### config.mk
export PLATFORM = sky130hd
export DESIGN_NAME = sps_port_status
export DESIGN_NICKNAME = d
export VERILOG_FILES = /design/src/rtl/sps_port_status.v
export VERILOG_INCLUDE_DIRS = /design/src /design/src/rtl
export SDC_FILE = /design/constraint.sdc
export NUM_CORES = 1
export LEC_CHECK = 0
export ABC_CLOCK_PERIOD_IN_PS = 2100
export BUFFER_PORTS_ARGS = -buffer_cell sky130_fd_sc_hd__buf_2
export CAP_MARGIN = 20
export CORE_MARGIN = 2
export CORE_UTILIZATION = 45
export CTS_BUF_LIST = sky130_fd_sc_hd__clkbuf_8
export DETAILED_ROUTE_END_ITERATION = 6
export GPL_TIMING_DRIVEN = 0
export HOLD_SLACK_MARGIN = 0.15
export PLACE_DENSITY = 0.91
export SLEW_MARGIN = 20
export SYNTH_ARGS = -nofsm -noshare
export SYNTH_HDL_FRONTEND = slang
export SYNTH_SLANG_ARGS = --single-unit
### constraint.sdc
create_clock -name pclk -period 2.1 [get_ports pclk]
set_clock_uncertainty 0.15 [all_clocks]
set_input_delay 0.21 -clock pclk [delete_from_list [all_inputs] [get_ports pclk]]
set_output_delay 0.21 -clock pclk [all_outputs]
set_load 0.01 [all_outputs]
### src/rtl/sps_consts.vh
// Purpose: constants for the serial port pin and line status block
// Assumes: apb with 32-bit data, one aligned word per register
// Notes:   offsets are byte addresses
`ifndef SPS_CONSTS_VH
`define SPS_CONSTS_VH
`define SPS_OFF_PIN_PORT    12'h000
`define SPS_OFF_LINE_STATUS 12'h004
`define SPS_OFF_SER_CTRL    12'h008
`define SPS_OFF_FIFO_CTRL   12'h00C
`define SPS_OFF_IRQ_STATUS  12'h010
`define SPS_OFF_IRQ_MASK    12'h014
`define SPS_OFF_PRIORITY    12'h018
`define SPS_OFF_EVENT_CODE  12'h01C
`define SPS_BIT_SPB_DATA    0
`define SPS_BIT_SPB_DIR     1
`define SPS_BIT_CTS_DATA    4
`define SPS_BIT_CTS_DIR     5
`define SPS_BIT_RTS_DATA    6
`define SPS_BIT_RTS_DIR     7
`define SPS_BIT_RE          4
`define SPS_BIT_TE          5
`define SPS_BIT_MCE         3
`define SPS_PIN_PORT_WMASK  8'hFF
`define SPS_EVT_ERI         12'h700
`define SPS_EVT_RXI         12'h720
`define SPS_EVT_BRI         12'h740
`define SPS_EVT_TXI         12'h760
`define SPS_EVT_NONE        12'h000
`define SPS_PRIO_RESET      4'h0
`endif

### src/rtl/sps_port_status.v
// Purpose: pin port control, overrun status and interrupts of a fifo serial interface
// Assumes: single clock pclk at 10 MHz, apb slave, receive engine is outside
// Notes:   pins from outside pass two flip-flops before use
// Functional notes
// pin port register upper byte reads zero
// reset clears pin port except bits 6,4,0
// pin port kept in standby, always accessible
// bits 1,0 sample rx, drive tx, break
// bits 5,4 read and drive cts pin
// bits 6,7 read and drive rts pin
// rts direction bit gates rts data drive
// software clears modem enable before port rts
// overrun set when frame ends, fifo full
// overrun clears by write 0 after read 1
// receive disable leaves overrun unchanged
// overrun keeps fifo bytes, drops newer ones
// no reception while overrun flag set
// pins are mode inputs until enables set
// serial clock pin doubles as manual reset
// four events share priority, fixed internal order
// overrun raises receive error request until cleared
//
// Added by the designer: the register addresses and the APB slave port.
`include "sps_consts.vh"
module sps_port_status (
    input  wire        pclk,
    input  wire        presetn,
    input  wire        psel,
    input  wire        penable,
    input  wire        pwrite,
    input  wire [11:0] paddr,
    input  wire [31:0] pwdata,
    output wire        pready,
    output wire        pslverr,
    output reg  [31:0] prdata,
    input  wire        receive_pin,
    output wire        transmit_pin,
    output wire        transmit_pin_oe_n,
    input  wire        clear_to_send_pin_in,
    output wire        clear_to_send_pin_out,
    output wire        clear_to_send_pin_oe_n,
    input  wire        request_to_send_pin_in,
    output wire        request_to_send_pin_out,
    output wire        request_to_send_pin_oe_n,
    input  wire        serial_clock_in_pin,
    output wire        manual_reset_req,
    output reg  [2:0]  boot_mode_latched,
    input  wire        engine_tx_data,
    input  wire        engine_rts,
    input  wire        frame_done,
    input  wire        rx_fifo_full,
    output wire        rx_accept,
    output wire        rx_fifo_write,
    input  wire        rx_full_event,
    input  wire        break_event,
    input  wire        tx_empty_event,
    input  wire        manual_reset_active,
    output reg  [3:0]  irq_priority,
    output reg  [11:0] event_code,
    output wire        irq
);
    // synchronised pins
    reg  [1:0] rx_sync;
    reg  [1:0] cts_sync;
    reg  [1:0] rts_sync;
    reg  [1:0] sck_sync;
    reg  [7:0] pin_port;
    reg        overrun_flag;
    reg        overrun_seen;
    reg        receive_enable_bit;
    reg        transmit_enable_bit;
    reg        modem_ctrl_enable;
    reg  [3:0] irq_status;
    reg  [3:0] irq_mask;
    reg  [1:0] mode_wait;
    wire       wr_en;
    wire       rd_en;
    wire       rx_s;
    wire       cts_s;
    wire       rts_s;
    wire [3:0] pend;
    wire       overrun_set;
    wire [3:0] events;

    function is_addr;
        input [11:0] a;
        input [11:0] off;
        begin
            is_addr = (a[11:2] == off[11:2]);
        end
    endfunction

    assign pready  = 1'b1;
    assign pslverr = 1'b0;
    assign wr_en   = psel & penable & pwrite;
    assign rd_en   = psel & penable & ~pwrite;
    assign rx_s    = rx_sync[1];
    assign cts_s   = cts_sync[1];
    assign rts_s   = rts_sync[1];

    always @(posedge pclk or negedge presetn) begin
        if (!presetn) begin
            rx_sync  <= 2'b11;
            cts_sync <= 2'b11;
            rts_sync <= 2'b11;
            sck_sync <= 2'b11;
        end else begin
            rx_sync  <= {rx_sync[0], receive_pin};
            cts_sync <= {cts_sync[0], clear_to_send_pin_in};
            rts_sync <= {rts_sync[0], request_to_send_pin_in};
            sck_sync <= {sck_sync[0], serial_clock_in_pin};
        end
    end

    // sck pin is the manual reset input while a manual reset runs; active low
    assign manual_reset_req = manual_reset_active & ~sck_sync[1];

    // pins are mode straps after power-on; wait until the synchronisers
    // hold real pin levels, since their reset value is not a pin value
    always @(posedge pclk or negedge presetn) begin
        if (!presetn) begin
            mode_wait         <= 2'b00;
            boot_mode_latched <= 3'b000;
        end else if (mode_wait != 2'b11) begin
            mode_wait <= mode_wait + 2'b01;
            if (mode_wait == 2'b10) begin
                boot_mode_latched <= {rts_s, rx_s, 1'b0};
            end
        end
    end

    // serial function only after enables; until then the pins stay undriven
    assign transmit_pin = pin_port[`SPS_BIT_SPB_DIR] ? pin_port[`SPS_BIT_SPB_DATA]
                        : engine_tx_data;
    assign transmit_pin_oe_n = ~(pin_port[`SPS_BIT_SPB_DIR] | transmit_enable_bit);
    assign clear_to_send_pin_out  = pin_port[`SPS_BIT_CTS_DATA];
    assign clear_to_send_pin_oe_n = ~pin_port[`SPS_BIT_CTS_DIR];
    // port drive wins only if software cleared modem enable first
    assign request_to_send_pin_out = modem_ctrl_enable ? engine_rts
                                   : pin_port[`SPS_BIT_RTS_DATA];
    assign request_to_send_pin_oe_n = ~(pin_port[`SPS_BIT_RTS_DIR]
                                      | modem_ctrl_enable);

    // pin port register, not touched by standby: only presetn clears it
    always @(posedge pclk or negedge presetn) begin
        if (!presetn) begin
            pin_port <= 8'h00;
        end else if (wr_en && is_addr(paddr, `SPS_OFF_PIN_PORT)) begin
            pin_port <= pwdata[7:0] & `SPS_PIN_PORT_WMASK;
        end
    end

    always @(posedge pclk or negedge presetn) begin
        if (!presetn) begin
            receive_enable_bit  <= 1'b0;
            transmit_enable_bit <= 1'b0;
            modem_ctrl_enable   <= 1'b0;
            irq_mask            <= 4'h0;
            irq_priority        <= `SPS_PRIO_RESET;
        end else if (wr_en) begin
            if (is_addr(paddr, `SPS_OFF_SER_CTRL)) begin
                receive_enable_bit  <= pwdata[`SPS_BIT_RE];
                transmit_enable_bit <= pwdata[`SPS_BIT_TE];
            end else if (is_addr(paddr, `SPS_OFF_FIFO_CTRL)) begin
                modem_ctrl_enable <= pwdata[`SPS_BIT_MCE];
            end else if (is_addr(paddr, `SPS_OFF_IRQ_MASK)) begin
                irq_mask <= pwdata[3:0];
            end else if (is_addr(paddr, `SPS_OFF_PRIORITY)) begin
                irq_priority <= pwdata[3:0];
            end
        end
    end

    // frame accepted only while enabled and no overrun pending
    assign rx_accept     = receive_enable_bit & ~overrun_flag;
    assign overrun_set   = frame_done & rx_accept & rx_fifo_full;
    assign rx_fifo_write = frame_done & rx_accept & ~rx_fifo_full;

    always @(posedge pclk or negedge presetn) begin
        if (!presetn) begin
            overrun_flag <= 1'b0;
            overrun_seen <= 1'b0;
        end else begin
            if (rd_en && is_addr(paddr, `SPS_OFF_LINE_STATUS) && overrun_flag)
                overrun_seen <= 1'b1;
            if (overrun_set) begin
                overrun_flag <= 1'b1;
            end else if (wr_en && is_addr(paddr, `SPS_OFF_LINE_STATUS)
                         && !pwdata[0] && overrun_seen) begin
                overrun_flag <= 1'b0;
                overrun_seen <= 1'b0;
            end
        end
    end

    // sticky status cleared by reading it; a same-cycle event still sets
    assign events = {tx_empty_event, break_event, rx_full_event, overrun_set};
    always @(posedge pclk or negedge presetn) begin
        if (!presetn) begin
            irq_status <= 4'h0;
        end else if (rd_en && is_addr(paddr, `SPS_OFF_IRQ_STATUS)) begin
            irq_status <= events;
        end else begin
            irq_status <= irq_status | events;
        end
    end

    // receive error stays requested while overrun flag is up
    assign pend = {irq_status[3:1], irq_status[0] | overrun_flag} & irq_mask;
    assign irq  = |pend;

    always @(posedge pclk or negedge presetn) begin
        if (!presetn) begin
            event_code <= `SPS_EVT_NONE;
        end else if (pend[0]) begin
            event_code <= `SPS_EVT_ERI;
        end else if (pend[1]) begin
            event_code <= `SPS_EVT_RXI;
        end else if (pend[2]) begin
            event_code <= `SPS_EVT_BRI;
        end else if (pend[3]) begin
            event_code <= `SPS_EVT_TXI;
        end else begin
            event_code <= `SPS_EVT_NONE;
        end
    end

    always @* begin
        prdata = 32'h0000_0000;
        if (is_addr(paddr, `SPS_OFF_PIN_PORT)) begin
            // upper byte reads zero; data bits read the live pins
            prdata[7:0] = {pin_port[7], rts_s, pin_port[5], cts_s,
                           2'b00, pin_port[1], rx_s};
        end else if (is_addr(paddr, `SPS_OFF_LINE_STATUS)) begin
            prdata[0] = overrun_flag;
        end else if (is_addr(paddr, `SPS_OFF_SER_CTRL)) begin
            prdata[`SPS_BIT_RE] = receive_enable_bit;
            prdata[`SPS_BIT_TE] = transmit_enable_bit;
        end else if (is_addr(paddr, `SPS_OFF_FIFO_CTRL)) begin
            prdata[`SPS_BIT_MCE] = modem_ctrl_enable;
        end else if (is_addr(paddr, `SPS_OFF_IRQ_STATUS)) begin
            prdata[3:0] = irq_status;
        end else if (is_addr(paddr, `SPS_OFF_IRQ_MASK)) begin
            prdata[3:0] = irq_mask;
        end else if (is_addr(paddr, `SPS_OFF_PRIORITY)) begin
            prdata[3:0] = irq_priority;
        end else if (is_addr(paddr, `SPS_OFF_EVENT_CODE)) begin
            prdata[11:0] = event_code;
        end
    end
endmodule // sps_port_status

==> metrics.md, run 1 <==
| Metric | Value |
|---|---|
| Register area share after synthesis | 0.447 |
| Fin Hold WS | 171 ps |
| Final setup margin | 72.8 ps |
| Pre-CTS setup slack | -83.4 ps |
| Worst rel slew slack | 0.466 |
| Share of cells above drive strength 1 | 0.486 |
| CP max stage cell | or4_1 |
| Grt ovf | 0 |
| Final Setup Violations | 0 |
| Fin. Hold Viols | 0 |
| Mapped Cells | 190 |
| Fmax achieved | 493 MHz |
| DP Cell Count | roughly 340 |
| CTS tree | yes |
| Leakage | 1.56 nW |
| Via density | approximately 4.8 |
| CTS max path bufs | 2 |
| Setup TNS | 0 ps |
| Avg WL per Cell | 13.6 µm |
| Hold_sp | paddr[10] |
| Area after DPL | 2660 µm² |
| Largest net degree at the start of global routing | 39 |
| Worst path cell trace | buf_2, or4_1, buf_6, nor2_2, and3_4, buf_4, buf_2 |
| Core box area | 4660 µm² |
| Post-synth EDFFs | 0 |
| Nets | 373 |
| Status | completed |
| Antenna diodes | 0 |
| Ys flop type | dfrtp_1 |
| I/O pins | 124 |
| WP data arrival | 1670 ps |
| Async SR Flop Fraction | 1.00 |
| DRC Markers | 0 |
| Synth area leader | dfrtp_1 |
| Minimum clock period | 2030 ps |
| Most frequent CP cell | buf_2 |
| Clock sinks | 38 |
| Yosys synthesis warning count | 0 |
| Die ar. | 5340 µm² |
| Top cell type's share of synthesized area | 0.349 |
| First-pass GRT wire length | 7.87 mm |
| 1st-iter DRT viols | 51 |
| Area of all placed cells without fillers | 2940 µm² |
| Reg clk slew, reported paths | 80 ps |
| P per Cell Area | ~500 nW/µm² |
| Fillers | 370 |
| RSZ-0062 raised after global routing | false |
| Max Cap Viol | 0 |
| Area grow syn2layout | 36.9% |
| Routed WL | roughly 5.0 mm |
| DPL Wire Length | 3.67 mm |
| Final GP Congestion | 0.900 |
| Clock root buffer | clkbuf_8 |
| Post-CTS setup buffers | 0 |
| Crit start category | input port |
| CP max FO | 8 |
| Reg2reg start | receive_enable_bit |
| Skew-Pair Late Insertion Delay | 290 ps |
| Hold EP | overrun_seen |
| GR Util All Layers | 0.195 |
| Drt pass-1 iters | 4 |
| Starting density of the core | 0.461 |
| Synth Register Bits | 38 |
| CP Capture Type | output pin |
| Worst VDD drop | 0.000495 V |
| Die Span Y | 73.1 µm |
| Number of H-tree levels | 2 |
| PortBufs | 66 |
| Setup CP Type | in -> out |
| Overall Power | 1.48 mW |
| Worst flop-to-flop path endpoint | overrun_seen |
| Critical Path RT | 1740 ps |
| Post-route insts no fill | around 370 |
| Cell count of the worst reg-to-reg path | 4 |
| Synth Area per Inst | 11.3 µm² |
| Slew Limit Fails | 0 |
| Number of global-route vias before repair | between 1.5k and 2k |
| Area contributors post-synth | dfrtp_1, buf_4, mux2_2 |
| Internal reg-to-reg setup slack | 340 ps |
| Distinct cell type count of the synthesized netlist | 45 |
| Initial antenna violation count | 0 |
| Worst slew pin tran | roughly 800 ps |
| Final core occ | 0.631 |
| Hold Path Class | in -> reg |
| Crit-path max cell delay | 540 ps |
| Hold Path Depth | 4 |
| Clock buffer count from CTS | 5 |
| Syn Std Cell Area | around 2100 µm² |
| Die W | 73.1 µm |
| Cell row count | 25 |
| Antenna Violating Nets Remaining | 0 |
| Routed via count | 1,755 |
| Crit share post-route | 0.965 |
## area by class of cell
cell class / instances / area [µm²] / area share
plain buffers: 41 / 297 / 0.101
clock buffers: 6 / 82.6 / 0.0281
clock inverters: 2 / 8.76 / 0.00298
inverters: 3 / 11.3 / 0.00383
multi-input cells: 136 / 993 / 0.338
flip-flops and latches: 38 / 961 / 0.327
well taps: 54 / 67.6 / 0.0230
repair buffers: 85 / 520 / 0.177
## power breakdown
| group | switching (mW) | internal [mW] | total, mW |
|---|---|---|---|
| Combinational | 0.108 | 0.110 | 0.218 |
| Clock | 0.245 | 0.260 | 0.505 |
| Sequential | 0.00587 | 0.750 | 0.756 |
| Total | 0.359 | 1.12 | 1.48 |
## what timing repair did
item                                    in CTS  in global routing
endpoints found under the hold margin       56                  0
pin swaps                                    0                  0
gates resized for setup                      1                  2
endpoints found under the setup margin       2                  6
hold buffers                                19                  0
## worst max-delay path by stage
stage | start | endpoint | slack [ps]
detailed placement | paddr[7] | irq_priority[0] | -80
CTS | paddr[7] | prdata[10] | 50
global placement | paddr[7] | pin_port[0] | -80
floorplan | paddr[7] | pin_port[0] | 150
finish | paddr[7] | prdata[10] | 70
global route | paddr[7] | prdata[9] | 20
## sequential cells by signal, summed over array words and instances, names as in the netlist, 2 cells and up
signal             cells
pin_port               6
rx_sync                2
irq_status             4
mode_wait              2
rts_sync               2
boot_mode_latched      2
event_code             3
irq_mask               4
cts_sync               2
sck_sync               2
irq_priority           4
## metal layers
metal | share of wire | vias to the layer above | global-route usage
met3 | 0.084 | 11 | 0.0442
li1 | - | 861 | -
met5 | 0 | - | 0
met1 | 0.41 | 799 | 0.245
met2 | 0.49 | 84 | 0.327
met4 | 0.017 | 0 | 0.0741
## worst max-delay path, delay by kind of cell
| family | cells | cell delay, ps |
|---|---|---|
| buffers and inverters | 4 | 480 |
| and+or+nand+nor | 3 | 980 |
## placed cells by master (no fill, tap or decap), types with 2 or more instances in the layout
master,instances
clkbuf_8,6
mux2i_1,6
o21ai_0,2
clkbuf_1,2
nor3_1,2
inv_1,4
conb_1,31
ha_1,2
buf_2,68
or4bb_1,2
nor4_1,5
nand4b_1,2
buf_4,35
mux2_2,22
and3_1,3
nor4_4,3
dfstp_2,8
nand3b_1,6
or3_1,2
a22oi_1,2
nand2_1,8
a21o_1,3
or4b_2,2
nand3_1,3
dfrtp_1,30
nor2b_1,3
dlygate4sd3_1,19
a21oi_1,4
nor2_1,5
## cell families (layout without fill, tap and decap cells)
group                    count (synthesis)  in the layout  share of synthesized area
multiplexers                            28             28                      0.143
other                                    2             31                    0.00350
adder cells (fa/ha/maj)                  2              2                     0.0116
buffers and inverters                   45            137                      0.144
XOR/XNOR                                 1              1                    0.00408
flip-flops                              38             38                      0.447
AO/OA/AOI/OAI                           21             21                     0.0705
AND/OR/NAND/NOR                         53             53                      0.175
## Yosys cell counts (2+ instances only)
| master | count |
|---|---|
| nand3b_1 | 6 |
| nand2_1 | 8 |
| buf_4 | 35 |
| a21o_1 | 3 |
| nor2b_1 | 3 |
| clkbuf_1 | 3 |
| or3_1 | 2 |
| a21oi_1 | 4 |
| nor4_4 | 3 |
| nor3_1 | 2 |
| nor4_1 | 5 |
| nor2_1 | 6 |
| buf_2 | 2 |
| o21ai_0 | 2 |
| nand3_1 | 3 |
| and3_1 | 4 |
| nand4b_1 | 2 |
| inv_1 | 3 |
| ha_1 | 2 |
| or4b_2 | 2 |
| a22oi_1 | 2 |
| dfrtp_1 | 30 |
| or4bb_1 | 2 |
| mux2_2 | 22 |
| mux2i_1 | 6 |
| dfstp_2 | 8 |
| conb_1 | 2 |
Power figures use the tool's default switching activity.
==> inputs of run 2 (changes only) <==
--- a/config.mk
+++ b/config.mk
@@ -8,7 +8,7 @@
 export LEC_CHECK = 0
 export ABC_CLOCK_PERIOD_IN_PS = 2100
 export BUFFER_PORTS_ARGS = -buffer_cell sky130_fd_sc_hd__buf_2
-export CAP_MARGIN = 20
+export CAP_MARGIN = 25
 export CORE_MARGIN = 2
 export CORE_UTILIZATION = 45
 export CTS_BUF_LIST = sky130_fd_sc_hd__clkbuf_8
@@ -16,6 +16,7 @@
 export GPL_TIMING_DRIVEN = 0
 export HOLD_SLACK_MARGIN = 0.15
 export PLACE_DENSITY = 0.91
+export SKIP_LAST_GASP = 1
 export SLEW_MARGIN = 20
 export SYNTH_ARGS = -nofsm -noshare
 export SYNTH_HDL_FRONTEND = slang
==> constraint.sdc (replaced) <==
create_clock -name pclk -period 2.1 [get_ports pclk]
set_clock_uncertainty 0.15 [all_clocks]
set_input_delay 0.21 -clock pclk [delete_from_list [all_inputs] [get_ports pclk]]
set_output_delay 0.21 -clock pclk [all_outputs]
set_load 0.02 [all_outputs]
==> metrics.md, run 2 (same netlist as run 1, synthesis figures left out) <==
| Metric | Value |
|---|---|
| Worst VDD drop | 0.000496 V (+0.17%) |
| Largest register FFs | 6 (unchanged) |
| GR Util All Layers | 0.195 (unchanged) |
| CTS tree | yes |
| Area of all placed cells without fillers | 2950 µm² (+0.17%) |
| DP Cell Count | 339 (unchanged) |
| Core box area | 4660 µm² (unchanged) |
| Hold Path Class | in -> reg |
| Slew Limit Fails | 0 (unchanged) |
| RSZ-0062 raised after global routing | false |
| Crit start category | input port |
| Initial antenna violation count | 0 (unchanged) |
| Clock buffer count from CTS | 5 (unchanged) |
| Die Span Y | 73.1 µm (unchanged) |
| Crit-path max cell delay | 540 ps (about the same) |
| Max Cap Viol | 0 (unchanged) |
| Clock sinks | 38 (unchanged) |
| Setup CP Type | in -> out |
| CTS max path bufs | 2 (unchanged) |
| Critical Path RT | 1740 ps (about the same) |
| CP max FO | 8 (unchanged) |
| CP max stage cell | or4_1 |
| Routed via count | 1,759 (+0.23%) |
| Most frequent cells in the layout | buf_2, buf_4, conb_1 |
| Skew-Pair Late Insertion Delay | 290 ps (about the same) |
| Overall Power | 1.51 mW (+2.0%) |
| Leakage | 1.56 nW (about the same) |
| Most frequent CP cell | buf_2 |
| Largest net degree at the start of global routing | 39 (unchanged) |
| Antenna diodes | 0 (unchanged) |
| Cell count of the worst reg-to-reg path | 4 (unchanged) |
| Final GP Congestion | 0.900 (unchanged) |
| DRC Markers | 0 (unchanged) |
| Grt ovf | 0 (unchanged) |
| Post-CTS setup buffers | 0 (unchanged) |
| Register with the most flip-flops | pin_port |
| Share of cells above drive strength 1 | 0.486 (unchanged) |
| Die W | 73.1 µm (unchanged) |
| Final Setup Violations | 0 (unchanged) |
| WP data arrival | 1640 ps (-30 ps) |
| Crit share post-route | 0.951 (-0.0145) |
| Routed WL | 4.98 mm (about the same) |
| First-pass GRT wire length | 7.87 mm (unchanged) |
| Setup TNS | 0 ps (unchanged) |
| Minimum clock period | 2000 ps (-30.4 ps) |
| PortBufs | 66 (unchanged) |
| Antenna Violating Nets Remaining | 0 (unchanged) |
| 1st-iter DRT viols | 45 (-12%) |
| Post-route insts no fill | 365 (unchanged) |
| Final core occ | 0.632 (+0.00107) |
| Via density | 4.82 (+0.23%) |
| Crit path launch | paddr[7] |
| Starting density of the core | 0.461 (unchanged) |
| Avg WL per Cell | 13.6 µm (about the same) |
| Fmax achieved | 501 MHz (+1.5%) |
| Nets | 373 (unchanged) |
| Pre-CTS setup slack | -83.4 ps (unchanged) |
| Cell row count | 25 (unchanged) |
| Area grow syn2layout | 37.2% |
| DPL Wire Length | 3.67 mm (unchanged) |
| Internal reg-to-reg setup slack | 340 ps (about the same) |
| P per Cell Area | 512 nW/µm² (+1.9%) |
| Die ar. | 5340 µm² (unchanged) |
| Final setup margin | 103 ps (+30.4 ps) |
| Commonest non-fill, non-tap cell in the layout | buf_2 |
| Worst flop-to-flop path endpoint | overrun_seen |
| Number of global-route vias before repair | 1,644 (unchanged) |
| Fin Hold WS | 172 ps (+1.20 ps) |
| Area after DPL | 2660 µm² (unchanged) |
| CP Capture Type | output pin |
| Worst slew pin tran | 803 ps (+2.75 ps) |
| Reg2reg start | receive_enable_bit |
| Worst rel slew slack | 0.465 (-0.00183) |
| I/O pins | 124 (unchanged) |
| Drt pass-1 iters | 4 (unchanged) |
| Number of H-tree levels | 2 (unchanged) |
| Critical path destination | prdata[10] |
| Reg clk slew, reported paths | 80 ps (about the same) |
| Fin. Hold Viols | 0 (unchanged) |
| Worst path cell trace | buf_2, or4_1, buf_6, nor2_4, and3_4, buf_4, buf_2 |
| Status | completed |
| Clock root buffer | clkbuf_8 |
-- run 2: cell counts in the layout (fill, tap and decap cells not counted) --
Identical to the previous run, type by type.
-- run 2: area by class of cell --
class	count	area [µm²]
clock buffers	6	82.6
well taps	54	67.6
plain buffers	41	297
inverters	3	11.3
clock inverters	2	8.76
fillers	371	1710
flip-flops and latches	38	961
multi-input cells	136	998
repair buffers	85	520
-- run 2: how the worst min path moves through the flow --
stage,start,end,depth (start not counted)
after global routing,paddr[11],overrun_seen,4
final,paddr[10],overrun_seen,4
after detailed placement,receive_pin,rx_sync[0],1
after global placement,serial_clock_in_pin,sck_sync[0],1
after CTS,paddr[10],overrun_seen,4
after floorplan,presetn,boot_mode_latched[1],0
-- run 2: where the power goes --
group	internal, mW	switching, mW	total [mW]
Clock	0.260	0.244	0.504
Combinational	0.112	0.138	0.249
Sequential	0.750	0.00590	0.756
-- run 2: what timing repair did --
item | 4_1_cts | 5_1_grt
hold endpoints to repair | 56 | 0
gates resized for setup | 1 | 3
hold buffers | 19 | 0
endpoints found under the setup margin | 2 | 9
-- run 2: worst max-delay path: cells and delay by family --
family                 cells  cell delay, ps
and+or+nand+nor            3             910
buffers and inverters      4             510
-- run 2: metal layers --
| layer | part of all wire | GRT usage | vias up |
|---|---|---|---|
| li1 | - | - | 859 |
| met1 | 0.40 | 0.245 | 800 |
| met2 | 0.49 | 0.327 | 89 |
| met3 | 0.096 | 0.0442 | 11 |
| met4 | 0.015 | 0.0741 | 0 |
| met5 | 0 | 0 | - |
==> inputs of run 3 (changes only) <==
--- a/config.mk
+++ b/config.mk
@@ -8,7 +8,8 @@
 export LEC_CHECK = 0
 export ABC_CLOCK_PERIOD_IN_PS = 2100
 export BUFFER_PORTS_ARGS = -buffer_cell sky130_fd_sc_hd__buf_2
-export CAP_MARGIN = 25
+export CAP_MARGIN = 20
+export CORE_ASPECT_RATIO = 1.5
 export CORE_MARGIN = 2
 export CORE_UTILIZATION = 45
 export CTS_BUF_LIST = sky130_fd_sc_hd__clkbuf_8
==> metrics.md, run 3 (same netlist as run 1, synthesis figures left out) <==
| Metric | Value |
|---|---|
| Status | completed |
| Worst slew pin tran | 830 ps (+27.1 ps) |
| Number of H-tree levels | 2 (unchanged) |
| Most frequent CP cell | buf_2 |
| Setup CP Type | in -> out |
| Crit share post-route | 0.947 (-0.00369) |
| Final Setup Violations | 0 (unchanged) |
| Clock buffer count from CTS | 5 (unchanged) |
| Antenna diodes | 0 (unchanged) |
| Leakage | 1.57 nW (+0.43%) |
| Worst path cell trace | buf_2, or3_1, clkbuf_1, nor2_4, and3_4, buf_4, buf_2 |
| Fin. Hold Viols | 0 (unchanged) |
| CP max stage cell | or3_1 |
| Starting density of the core | 0.473 (+0.0121) |
| Routed WL | 5.03 mm (+1.0%) |
| CTS tree | yes |
| Most frequent cells in the layout | buf_2, buf_4, conb_1 |
| Critical Path RT | 1740 ps (about the same) |
| DPL Wire Length | 3.79 mm (+3.5%) |
| Core box area | 4540 µm² (-2.6%) |
| First-pass GRT wire length | 7.82 mm (-0.70%) |
| Largest register FFs | 6 (unchanged) |
| PortBufs | 66 (unchanged) |
| Cell row count | 30 (+20%) |
| Fin Hold WS | 164 ps (-7.46 ps) |
| Clock root buffer | clkbuf_8 |
| RSZ-0062 raised after global routing | false |
| CP max FO | 8 (unchanged) |
| Max Cap Viol | 0 (unchanged) |
| Largest net degree at the start of global routing | 39 (unchanged) |
| WP buf/inv | 4 (unchanged) |
| Die W | 60.4 µm (-17%) |
| Die ar. | 5350 µm² (+0.21%) |
| CP Capture Type | output pin |
| Fmax achieved | 503 MHz (+0.39%) |
| Routed via count | 1,804 (+2.6%) |
| Worst VDD drop | 0.000559 V (+13%) |
| Antenna Violating Nets Remaining | 0 (unchanged) |
| Initial antenna violation count | 0 (unchanged) |
| Avg WL per Cell | 13.4 µm (-1.9%) |
| 1st-iter DRT viols | 34 (-24%) |
| Die Span Y | 88.6 µm (+21%) |
| Number of global-route vias before repair | 1,676 (+1.9%) |
| Share of cells above drive strength 1 | 0.487 (+0.00165) |
| Area grow syn2layout | 38.7% |
| Clock sinks | 38 (unchanged) |
| Fillers | 370 (-0.27%) |
| Reg clk slew, reported paths | 70 ps (about the same) |
| Grt ovf | 0 (unchanged) |
| I/O pins | 124 (unchanged) |
| Setup TNS | 0 ps (unchanged) |
| Crit-path max cell delay | 350 ps (-190 ps) |
| Register with the most flip-flops | pin_port |
| Delay-heaviest family, CP | simple AND/OR/NAND/NOR gates |
| Worst rel slew slack | 0.446 (-0.0181) |
| Commonest non-fill, non-tap cell in the layout | buf_2 |
| DRC Markers | 0 (unchanged) |
| Minimum clock period | 1990 ps (-7.74 ps) |
| Skew-Pair Late Insertion Delay | 290 ps (about the same) |
| Final GP Congestion | 0.909 (+0.97%) |
| Drt pass-1 iters | 4 (unchanged) |
| P per Cell Area | 540 nW/µm² (+5.4%) |
| Slew Limit Fails | 0 (unchanged) |
| CTS max path bufs | 2 (unchanged) |
| Hold Path Class | in -> reg |
| Crit start category | input port |
| GR Util All Layers | 0.196 (+0.000598) |
| Via density | 4.80 (-0.44%) |
| Post-CTS setup buffers | 0 (unchanged) |
| WP data arrival | 1630 ps (about the same) |
| Nets | 374 (+0.27%) |
==> run 3: changes by cell type in the layout (fill, tap and decap cells not counted), sizes merged <==
cell,delta
inv,-1
bufinv,+1
clkinv,+1
==> run 3: stage by stage <==
stage,power [mW],cell area (µm²),instances,util,setup slack (ps)
after floorplan,0.918,2260,219,-,154
after detailed placement,0.989,2670,349,0.587,-167
after CTS,1.63,2970,376,0.654,19.8
after global placement,0.984,2670,349,0.587,-188
final,1.61,2980,376,0.656,111
after global routing,1.68,2980,376,0.656,23.9
==> run 3: worst paths after layout <==
path                       cells after the start  slack, ps       endpoint          from
setup reg to reg                               4        350   overrun_seen  overrun_flag
hold reg to reg                                0        210    sck_sync[1]   sck_sync[0]
min in group asynchronous                      2        390  event_code[6]       presetn
setup / recovery                               7        110     prdata[10]      paddr[5]
max in group asynchronous                      2        880    pin_port[4]       presetn
hold / removal                                 4        160   overrun_seen     paddr[10]
==> run 3: worst reg2reg max path, stage by stage (launching register included) <==
cell,delay [ps]
dfrtp_1,430
nor2b_1,230
nand3_1,150
dlygate4sd3_1,600
a21oi_1,120
==> run 3: area by class of cell <==
cell class              count  area, µm²  area share
inverters                   3       11.3     0.00378
flip-flops and latches     38        961       0.322
clock buffers               5       68.8      0.0231
well taps                  64       80.1      0.0269
multi-input cells         136        998       0.335
clock inverters             3       40.0      0.0134
plain buffers              42        300       0.101
repair buffers             85        520       0.175
==> run 3: metal layers <==
metal | global-route usage | wire length (µm) | vias up
met5 | 0 | 0 | -
met4 | 0.0810 | 98 | 0
met3 | 0.0365 | 428 | 9
met2 | 0.344 | 2640 | 97
met1 | 0.231 | 1860 | 842
li1 | - | - | 856
==> run 3: power breakdown <==
| part | leakage [nW] | internal (mW) | total, mW | switching [mW] |
|---|---|---|---|---|
| logic | 1.04 | 0.112 | 0.249 | 0.137 |
| registers | 0.467 | 0.750 | 0.755 | 0.00545 |
| clock network | 0.0579 | 0.349 | 0.605 | 0.256 |
==> run 3: repair_timing <==
item	in CTS	in global routing
hold endpoints to repair	56	0
endpoints found under the setup margin	2	5
pin swaps	0	0
hold buffers	19	0
gates resized for setup	1	3
gates cloned	0	0
